<file path="config.mk">
export PLATFORM = sky130hd
export DESIGN_NAME = bdmc_core_regs
export DESIGN_NICKNAME = d
export VERILOG_FILES = /design/src/bdmc_pkg.sv /design/src/bdmc_core_regs.sv
export SDC_FILE = /design/constraint.sdc
export NUM_CORES = 2
export LEC_CHECK = 0
export BUFFER_PORTS_ARGS = -buffer_cell sky130_fd_sc_hd__buf_2
export CAP_MARGIN = 10
export CELL_PAD_IN_SITES_DETAIL_PLACEMENT = 0
export CELL_PAD_IN_SITES_GLOBAL_PLACEMENT = 1
export CORE_MARGIN = 4
export CORE_UTILIZATION = 48
export DETAILED_ROUTE_END_ITERATION = 10
export PLACE_DENSITY = 0.78
export SYNTH_ARGS = -nofsm -noshare
export SYNTH_HDL_FRONTEND = slang
export SYNTH_SLANG_ARGS = --single-unit
</file>
<file path="constraint.sdc">
create_clock -name sys_clk_i -period 7.34 [get_ports sys_clk_i]
set_clock_uncertainty 0.15 [all_clocks]
set_input_delay 0.734 -clock sys_clk_i [delete_from_list [all_inputs] [get_ports sys_clk_i]]
set_output_delay 0.734 -clock sys_clk_i [all_outputs]
set_load 0.01 [all_outputs]
</file>
<file path="src/bdmc_pkg.sv">
// constants and types for the banked data memory core register block
// assumes a single 40 MHz clock domain shared with the instruction logic
`default_nettype none
package bdmc_pkg;
  localparam int unsigned NUM_BANKS = 32;
  localparam int unsigned BANK_BYTES = 128;
  localparam int unsigned GPR_BYTES = 80;
  localparam int unsigned CMN_BYTES = 16;
  // banks that carry general purpose ram; the rest read as zero
  localparam int unsigned GPR_BANKS = 4;
  localparam int unsigned GPR_IDX_W = 9;
  localparam logic [6:0] OFF_INDIRECT_PORT_ZERO = 7'h00;
  localparam logic [6:0] OFF_INDIRECT_PORT_ONE = 7'h01;
  localparam logic [6:0] OFF_PCL = 7'h02;
  localparam logic [6:0] OFF_FLAGS = 7'h03;
  localparam logic [6:0] OFF_PTR0_LO = 7'h04;
  localparam logic [6:0] OFF_PTR0_HI = 7'h05;
  localparam logic [6:0] OFF_PTR1_LO = 7'h06;
  localparam logic [6:0] OFF_PTR1_HI = 7'h07;
  localparam logic [6:0] OFF_BANK_SEL = 7'h08;
  localparam logic [6:0] OFF_ACCUM = 7'h09;
  localparam logic [6:0] OFF_PC_LATCH = 7'h0A;
  localparam logic [6:0] OFF_INT_CTRL = 7'h0B;
  localparam logic [6:0] OFF_SFR_FIRST = 7'h0C;
  localparam logic [6:0] OFF_GPR_FIRST = 7'h20;
  localparam logic [6:0] OFF_CMN_FIRST = 7'h70;
  localparam int unsigned PTR_PM_BIT = 15;
  localparam int unsigned FLG_C = 0;
  localparam int unsigned FLG_DC = 1;
  localparam int unsigned FLG_Z = 2;
  localparam int unsigned FLG_PD = 3;
  localparam int unsigned FLG_TO = 4;
  localparam logic [4:0] FLAGS_RST = 5'h18;
  localparam logic [7:0] INT_CTRL_RST = 8'h01;
  localparam logic [7:0] INT_CTRL_MASK = 8'hC1;
  localparam logic [7:0] BYTE_RST = 8'h00;
  typedef enum logic [2:0] {
    OP_MOV = 3'b000,
    OP_LOGIC = 3'b001,
    OP_ADD = 3'b010,
    OP_SUB = 3'b011,
    OP_RLC = 3'b100,
    OP_RRC = 3'b101,
    OP_CLR = 3'b110
  } bdmc_op_t;
  typedef enum logic [2:0] {
    RG_CORE = 3'b000,
    RG_SFR = 3'b001,
    RG_GPR = 3'b010,
    RG_CMN = 3'b011,
    RG_NONE = 3'b100
  } bdmc_region_t;
  typedef enum logic {
    ST_IDLE = 1'b0,
    ST_PMRD = 1'b1
  } bdmc_state_t;
endpackage : bdmc_pkg
`default_nettype wire

</file>
<file path="src/bdmc_core_regs.sv">
// banked data memory with core register window, pointer indirection,
// program memory reads through the pointers and the flag register
// assumes the instruction logic issues one access at a time, honours
// busy_o, and that program memory answers in the cycle of pm_req_o
`timescale 1ns/10ps
`default_nettype none
module bdmc_core_regs (
  input wire logic sys_clk_i,
  input wire logic resetn_i,
  input wire logic acc_valid_i,
  input wire logic acc_wr_i,
  input wire logic [6:0] acc_off_i,
  input wire bdmc_pkg::bdmc_op_t alu_op_i,
  input wire logic [7:0] alu_a_i,
  input wire logic [7:0] alu_b_i,
  input wire logic wdt_clr_i,
  input wire logic sleep_i,
  input wire logic wdt_timeout_i,
  input wire logic [13:0] pm_data_i,
  output logic [7:0] rd_data_o,
  output logic rd_valid_o,
  output logic busy_o,
  output logic pm_req_o,
  output logic [14:0] pm_addr_o,
  output logic [7:0] flags_o,
  output logic [7:0] accum_o,
  output logic [4:0] bank_sel_o
);
  import bdmc_pkg::*;

  // mask of flags an op owns, as {zero, digit carry, carry}
  function automatic logic [2:0] op_flags(input bdmc_op_t op);
    case (op)
      OP_ADD, OP_SUB: op_flags = 3'b111;
      OP_RLC, OP_RRC: op_flags = 3'b001;
      OP_LOGIC, OP_CLR: op_flags = 3'b100;
      default: op_flags = 3'b000;
    endcase
  endfunction : op_flags

  // returns {result, zero, digit carry, carry}
  function automatic logic [10:0] alu(input bdmc_op_t op,
      input logic [7:0] a, input logic [7:0] b, input logic cin);
    logic [8:0] s;
    logic [4:0] h;
    logic [7:0] r;
    s = 9'h000;
    h = 5'h00;
    r = b;
    case (op)
      OP_ADD: begin
        s = {1'b0, a} + {1'b0, b};
        h = {1'b0, a[3:0]} + {1'b0, b[3:0]};
        r = s[7:0];
      end
      OP_SUB: begin
        // borrow out shows as a cleared carry
        s = {1'b0, a} + {1'b0, ~b} + 9'h001;
        h = {1'b0, a[3:0]} + {1'b0, ~b[3:0]} + 5'h01;
        r = s[7:0];
      end
      OP_RLC: begin
        r = {a[6:0], cin};
        s = {a[7], 8'h00};
      end
      OP_RRC: begin
        r = {cin, a[7:1]};
        s = {a[0], 8'h00};
      end
      OP_CLR: r = 8'h00;
      default: r = b;
    endcase
    alu = {r, (r == 8'h00), h[4], s[8]};
  endfunction : alu

  logic [15:0] ptr0_r;
  logic [15:0] ptr1_r;
  logic [4:0] bank_sel_r;
  logic [7:0] accum_r;
  logic [7:0] pcl_r;
  logic [6:0] pc_latch_r;
  logic [7:0] int_ctrl_r;
  logic [4:0] flg_r;
  logic [7:0] gpr_r [GPR_BANKS*GPR_BYTES];
  logic [7:0] cmn_r [CMN_BYTES];
  logic [7:0] rd_data_r;
  logic rd_valid_r;
  logic busy_r;
  logic pm_req_r;
  logic [14:0] pm_addr_r;
  bdmc_state_t state_r;

  logic ind;
  logic [15:0] ptr;
  logic to_pm;
  logic bad_ptr;
  logic [11:0] ea;
  logic [4:0] bank;
  logic [6:0] off;
  bdmc_region_t region;
  logic [GPR_IDX_W-1:0] gidx;
  logic [3:0] cidx;
  logic [7:0] rd_val;
  logic take;
  logic we;
  logic [10:0] alu_out;
  logic [7:0] wdat;
  logic [2:0] aff;
  logic flag_we;

  assign take = acc_valid_i && !busy_r;
  assign alu_out = alu(alu_op_i, alu_a_i, alu_b_i, flg_r[FLG_C]);
  assign wdat = alu_out[10:3];

  // address forming and region decode
  always_comb begin
    ind = (acc_off_i == OFF_INDIRECT_PORT_ZERO) || (acc_off_i == OFF_INDIRECT_PORT_ONE);
    ptr = (acc_off_i == OFF_INDIRECT_PORT_ONE) ? ptr1_r : ptr0_r;
    to_pm = ind && ptr[PTR_PM_BIT];
    if (ind) begin
      ea = ptr[11:0];
    end else begin
      ea = {bank_sel_r, acc_off_i};
    end
    // a pointer into the ports themselves or past the 4K space is void
    bad_ptr = ind && !to_pm &&
      ((ptr[14:12] != 3'b000) || (ea[6:0] <= OFF_INDIRECT_PORT_ONE));
    bank = ea[11:7];
    off = ea[6:0];
    if (bad_ptr || to_pm) begin
      region = RG_NONE;
    end else if (off <= OFF_INT_CTRL) begin
      region = RG_CORE;
    end else if (off < OFF_GPR_FIRST) begin
      region = RG_SFR;
    end else if (off < OFF_CMN_FIRST) begin
      region = (bank < 5'(GPR_BANKS)) ? RG_GPR : RG_NONE;
    end else begin
      region = RG_CMN;
    end
    gidx = GPR_IDX_W'(32'(bank) * GPR_BYTES
      + 32'(off) - 32'(OFF_GPR_FIRST));
    cidx = off[3:0];
  end

  // read mux; special function and missing locations give zero
  always_comb begin
    rd_val = 8'h00;
    case (region)
      RG_CORE: begin
        case (off)
          OFF_PCL: rd_val = pcl_r;
          OFF_FLAGS: rd_val = {3'b000, flg_r};
          OFF_PTR0_LO: rd_val = ptr0_r[7:0];
          OFF_PTR0_HI: rd_val = ptr0_r[15:8];
          OFF_PTR1_LO: rd_val = ptr1_r[7:0];
          OFF_PTR1_HI: rd_val = ptr1_r[15:8];
          OFF_BANK_SEL: rd_val = {3'b000, bank_sel_r};
          OFF_ACCUM: rd_val = accum_r;
          OFF_PC_LATCH: rd_val = {1'b0, pc_latch_r};
          OFF_INT_CTRL: rd_val = int_ctrl_r & INT_CTRL_MASK;
          default: rd_val = 8'h00;
        endcase
      end
      RG_GPR: rd_val = gpr_r[gidx];
      RG_CMN: rd_val = cmn_r[cidx];
      default: rd_val = 8'h00;
    endcase
  end

  // program memory is read only; a port write aimed there is dropped
  assign we = take && acc_wr_i && !to_pm;

  // read sequencing and the extra program memory cycle
  always_ff @(posedge sys_clk_i or negedge resetn_i) begin
    if (!resetn_i) begin
      state_r <= ST_IDLE;
      busy_r <= 1'b0;
      pm_req_r <= 1'b0;
      pm_addr_r <= 15'h0000;
      rd_valid_r <= 1'b0;
      rd_data_r <= BYTE_RST;
    end else begin
      case (state_r)
        ST_IDLE: begin
          rd_valid_r <= 1'b0;
          if (take && !acc_wr_i && to_pm) begin
            state_r <= ST_PMRD;
            busy_r <= 1'b1;
            pm_req_r <= 1'b1;
            pm_addr_r <= ptr[14:0];
          end else if (take && !acc_wr_i) begin
            rd_valid_r <= 1'b1;
            rd_data_r <= rd_val;
          end
        end
        ST_PMRD: begin
          state_r <= ST_IDLE;
          busy_r <= 1'b0;
          pm_req_r <= 1'b0;
          rd_valid_r <= 1'b1;
          rd_data_r <= pm_data_i[7:0];
        end
        default: begin
          state_r <= ST_IDLE;
          busy_r <= 1'b0;
          pm_req_r <= 1'b0;
          rd_valid_r <= 1'b0;
        end
      endcase
    end
  end

  // core register writes, one window for all banks
  always_ff @(posedge sys_clk_i or negedge resetn_i) begin
    if (!resetn_i) begin
      ptr0_r <= 16'h0000;
      ptr1_r <= 16'h0000;
      bank_sel_r <= 5'h00;
      accum_r <= BYTE_RST;
      pcl_r <= BYTE_RST;
      pc_latch_r <= 7'h00;
      int_ctrl_r <= INT_CTRL_RST;
    end else if (we && region == RG_CORE) begin
      case (off)
        OFF_PCL: pcl_r <= wdat;
        OFF_PTR0_LO: ptr0_r[7:0] <= wdat;
        OFF_PTR0_HI: ptr0_r[15:8] <= wdat;
        OFF_PTR1_LO: ptr1_r[7:0] <= wdat;
        OFF_PTR1_HI: ptr1_r[15:8] <= wdat;
        OFF_BANK_SEL: bank_sel_r <= wdat[4:0];
        OFF_ACCUM: accum_r <= wdat;
        OFF_PC_LATCH: pc_latch_r <= wdat[6:0];
        OFF_INT_CTRL: int_ctrl_r <= wdat & INT_CTRL_MASK;
        default: accum_r <= accum_r;
      endcase
    end
  end

  // banked and common ram; ram is not reset
  always_ff @(posedge sys_clk_i) begin
    if (we && region == RG_GPR) begin
      gpr_r[gidx] <= wdat;
    end
    if (we && region == RG_CMN) begin
      cmn_r[cidx] <= wdat;
    end
  end

  assign aff = (take && acc_wr_i) ? op_flags(alu_op_i) : 3'b000;
  assign flag_we = we && region == RG_CORE && off == OFF_FLAGS;

  // one process owns the flag register so no bit has two drivers;
  // an instruction that owns any arithmetic flag locks out the register
  // write to all three, so bits it does not own keep their value
  always_ff @(posedge sys_clk_i or negedge resetn_i) begin
    if (!resetn_i) begin
      flg_r <= FLAGS_RST;
    end else begin
      for (int i = 0; i < 3; i++) begin
        if (aff[i]) begin
          flg_r[i] <= alu_out[i];
        end else if (flag_we && aff == 3'b000) begin
          flg_r[i] <= wdat[i];
        end
      end
      // reset status pair: hardware only, set wins over clear
      if (wdt_clr_i || sleep_i) begin
        flg_r[FLG_TO] <= 1'b1;
      end else if (wdt_timeout_i) begin
        flg_r[FLG_TO] <= 1'b0;
      end
      if (wdt_clr_i) begin
        flg_r[FLG_PD] <= 1'b1;
      end else if (sleep_i) begin
        flg_r[FLG_PD] <= 1'b0;
      end
    end
  end

  assign rd_data_o = rd_data_r;
  assign rd_valid_o = rd_valid_r;
  assign busy_o = busy_r;
  assign pm_req_o = pm_req_r;
  assign pm_addr_o = pm_addr_r;
  assign flags_o = {3'b000, flg_r};
  assign accum_o = accum_r;
  assign bank_sel_o = bank_sel_r;
endmodule : bdmc_core_regs
`default_nettype wire

</file>
==> out/qor.yml <==
drt_wl_total_mm: 385
gp_congestion: 0.958
finalCriticalPeriod_ns: 6.22
clk_pin_slew_ns: 0.06
crit_buf_inv: 3
cp_slowest_cell: "xnor2_1"
path_cells: "buf_2, or3_1, nor2_2, buf_4, nor2_1, a21oi_1, ha_1, ha_1, inv_1, ha_1, a21oi_1, xnor2_1, xor2_1, nand2_1, nor3_1, o21ai_0, o21ai_0, nor4_1, a31o_1"
finalMaxSlewViolations: 0
syn-cell-area_um2: 112000
cts_root_buf: "clkbuf_16"
synthCells: 8354
core_area_um2: 233000
critPathLaunchType: "input port"
swShare_pct: 23.0
start_util_pct: 48.3
die_h_um: 492
switching_power_mw: 8.12
setup_viol: 0
grt_max_degree: 209
rsz0062_at_grt: "false"
cts_setup_buffers: 0
drive_gt1_share_pct: 12.7
ys_warn_count: 0
max_slew.worst_pin.slew_ns: 1.45
cap_violations: 0
vias: 76685
fin_setup_tns_ns: 0
clkPwrFrac_pct: 42.5
grt_usage_pct: 31.1
portBuffers: 84
avgViaCountPerCell: 6.37
synthSimpleGateAreaFrac_pct: 13.2
drtIter0Drc: 12035
synth-edff-count: 2688
combPwrFrac_pct: 7.1
critPathArrivalTime_ns: 6.93
synth_top_family_by_area: "simple AND/OR/NAND/NOR gates"
synthFlopType: "edfxtp_1"
finalHoldViolations: 0
wl_per_cell_um: 32.0
worstPathMaxFanout: 13
synth-compound-area-share_pct: 6.49
crit_top_cell: "ha_1"
route.detailed.drc: 0
synth_seq_area_share_pct: 73.9
irDropWorstVdd_mv: 0.184
slew_headroom_pct: 3.17
synthMuxAreaShare_pct: 3.58
grt_antenna_before_repair: 20
min_period_over_period_pct: 84.7
cp-end-kind: "flip-flop"
pin_count: 94
slowest_delay_ns: 0.66
cts-buffers-inserted: 299
nets: 8742
first_global_vias: 71610
yosysTopAreaCell: "edfxtp_1"
dieArea_um2: 242000
rows: 177
intPower_mw: 27.2
critPathKind: "input port to flip-flop"
synth_xor_area_share_pct: 0.125
first_pass_iters: 7
seqPwrFrac_pct: 50.4
outcome: "completed"
yosysTopAreaCellShare_pct: 71.8
clock_sinks: 2782
synthArstFlopShare_pct: 3.38
yosys-top-cells-area: "edfxtp_1, nand2_1, nand3_1"
cts_resized: 0
path_delay_family: "simple AND/OR/NAND/NOR gates"
whs_ns: 0.145
hpwl_mm: 238
power_leakage_nw: 43.7
clockBufferDepth: 4
hold_class: "input port to flip-flop"
ctsHoldBuffers: 6
avgSynthCellArea_um2: 13.5
synth-seq-cells: 2782
max_freq_mhz: 161
syn2layout_area_growth_pct: 14.5
cts_tree: "done"
fp.dieW_um: 492
synthAdderAreaFrac_pct: 0.332
power_density_nw_per_um2: 274
critPathRequiredTime_ns: 8.05
yosysUniqueCellTypes: 89
overflow: 0
final_antenna_net_count: 0
insertion_delay_ns: 0.98
h-tree-depth: 5
grt_pass1_wl_mm: 539
cell usage after synthesis, types with 13 or more instances:
cell type / instances
mux2_2: 42
a32o_1: 29
nor3_1: 67
inv_1: 40
o22ai_1: 72
clkbuf_1: 225
o211ai_1: 16
a22oi_1: 49
a32oi_1: 124
o21ai_0: 130
and3_1: 129
nor4_1: 30
buf_4: 22
a311oi_1: 15
a211oi_1: 63
buf_2: 216
edfxtp_1: 2688
dfrtp_1: 91
nor2_1: 402
a221oi_1: 30
nand4_1: 91
xnor2_1: 13
a31oi_1: 174
nand3_1: 621
ha_1: 25
buf_1: 103
nand2_1: 2094
a21oi_1: 204
mux4_2: 22
mux2i_1: 304
power groups by stage:
stage          clock network [mW]  registers (mW)  logic, mW
4_1_cts                      15.1            17.8       2.44
5_1_grt                      15.7            17.8       2.58
2_1_floorplan                   0            18.3       1.18
3_5_place_dp                    0            18.1       2.43
6_report                     15.0            17.8       2.52
3_3_place_gp                    0            18.1       2.39
layout by cell type (no fill, tap or decap), drive strengths merged, types with 13 or more instances in the layout:
| cell type | instances |
|---|---|
| edfxtp | 2688 |
| nand2 | 2094 |
| nand3 | 621 |
| buf | 570 |
| nor2 | 404 |
| clkbuf | 372 |
| mux2i | 304 |
| a21oi | 204 |
| a31oi | 176 |
| o21ai | 132 |
| and3 | 129 |
| a32oi | 125 |
| clkinv | 99 |
| nand4 | 91 |
| dfrtp | 91 |
| o22ai | 72 |
| nor3 | 72 |
| a211oi | 63 |
| a22oi | 49 |
| inv | 47 |
| mux2 | 43 |
| bufinv | 33 |
| a221oi | 31 |
| nor4 | 30 |
| a32o | 29 |
| ha | 25 |
| mux4 | 22 |
| o211ai | 16 |
| diode | 15 |
| a311oi | 15 |
| a2111oi | 14 |
| xnor2 | 13 |
area by class of cell:
class,count,area [um2]
Fill cell,18532,104000
Multi-Input combinational cell,4967,27100
Tap cell,3132,3920
Inverter,41,191
Timing Repair Buffer,576,4710
Clock buffer,372,8000
Antenna cell,15,37.5
Clock inverter,149,1590
Sequential cell,2782,83100
stage by stage:
step,power [mW],area (um2),instances,setup slack (ns),util (%)
2_1_floorplan,19.4,112000,8356,0.122,-
3_3_place_gp,20.5,119000,11487,0.251,51.1
3_5_place_dp,20.5,119000,11490,0.573,51.1
4_1_cts,35.3,129000,12017,1.52,55.2
5_1_grt,36.1,129000,12020,1.03,55.2
6_report,35.3,129000,12034,1.12,55.3
worst paths after layout:
check | from | endpoint | slack, ns | depth (start not counted)
max in group asynchronous | resetn_i | ptr1_r[2] | 5.66 | 3
min reg2reg | pm_addr_o[12] | pm_addr_o[12] | 0.32 | 2
max | acc_off_i[6] | rd_data_o[2] | 1.12 | 19
min in group asynchronous | resetn_i | pm_addr_o[9] | 0.21 | 2
max reg2reg | ptr1_r[0] | rd_data_o[2] | 1.43 | 12
min | pm_data_i[0] | rd_data_o[0] | 0.14 | 3
registers in the layout, indices dropped and copies added, names as in the netlist:
signal      cells
accum_o         8
rd_valid_o      1
pm_addr_o      15
ptr0_r         16
pcl_r           8
ptr1_r         16
pm_req_o        1
pc_latch_r      7
gpr_r        2560
cmn_r         128
flg_r           5
bank_sel_o      5
state_r         1
rd_data_o       8
int_ctrl_r      3
logic make-up after synthesis:
group / after synthesis
simple gates: 3496
xor+xnor: 16
compound gates: 1055
other cells: 1
buf+inv: 607
fa+ha+maj: 28
mux: 369
flops: 2782
routing by layer:
layer	routed length [um]	vias up	track usage, %
li1	-	31821	-
met1	140000	38247	41.8
met2	170000	5580	46.1
met3	48900	1029	7.84
met4	25800	8	18.0
met5	206	-	0
worst min-delay path, delay by kind of cell:
| family | cells | cell delay, ns |
|---|---|---|
| AOI/OAI and AO/OA | 2 | 0.29 |
| buffers and inverters | 1 | 0.20 |
Power figures use the tool's default switching activity.
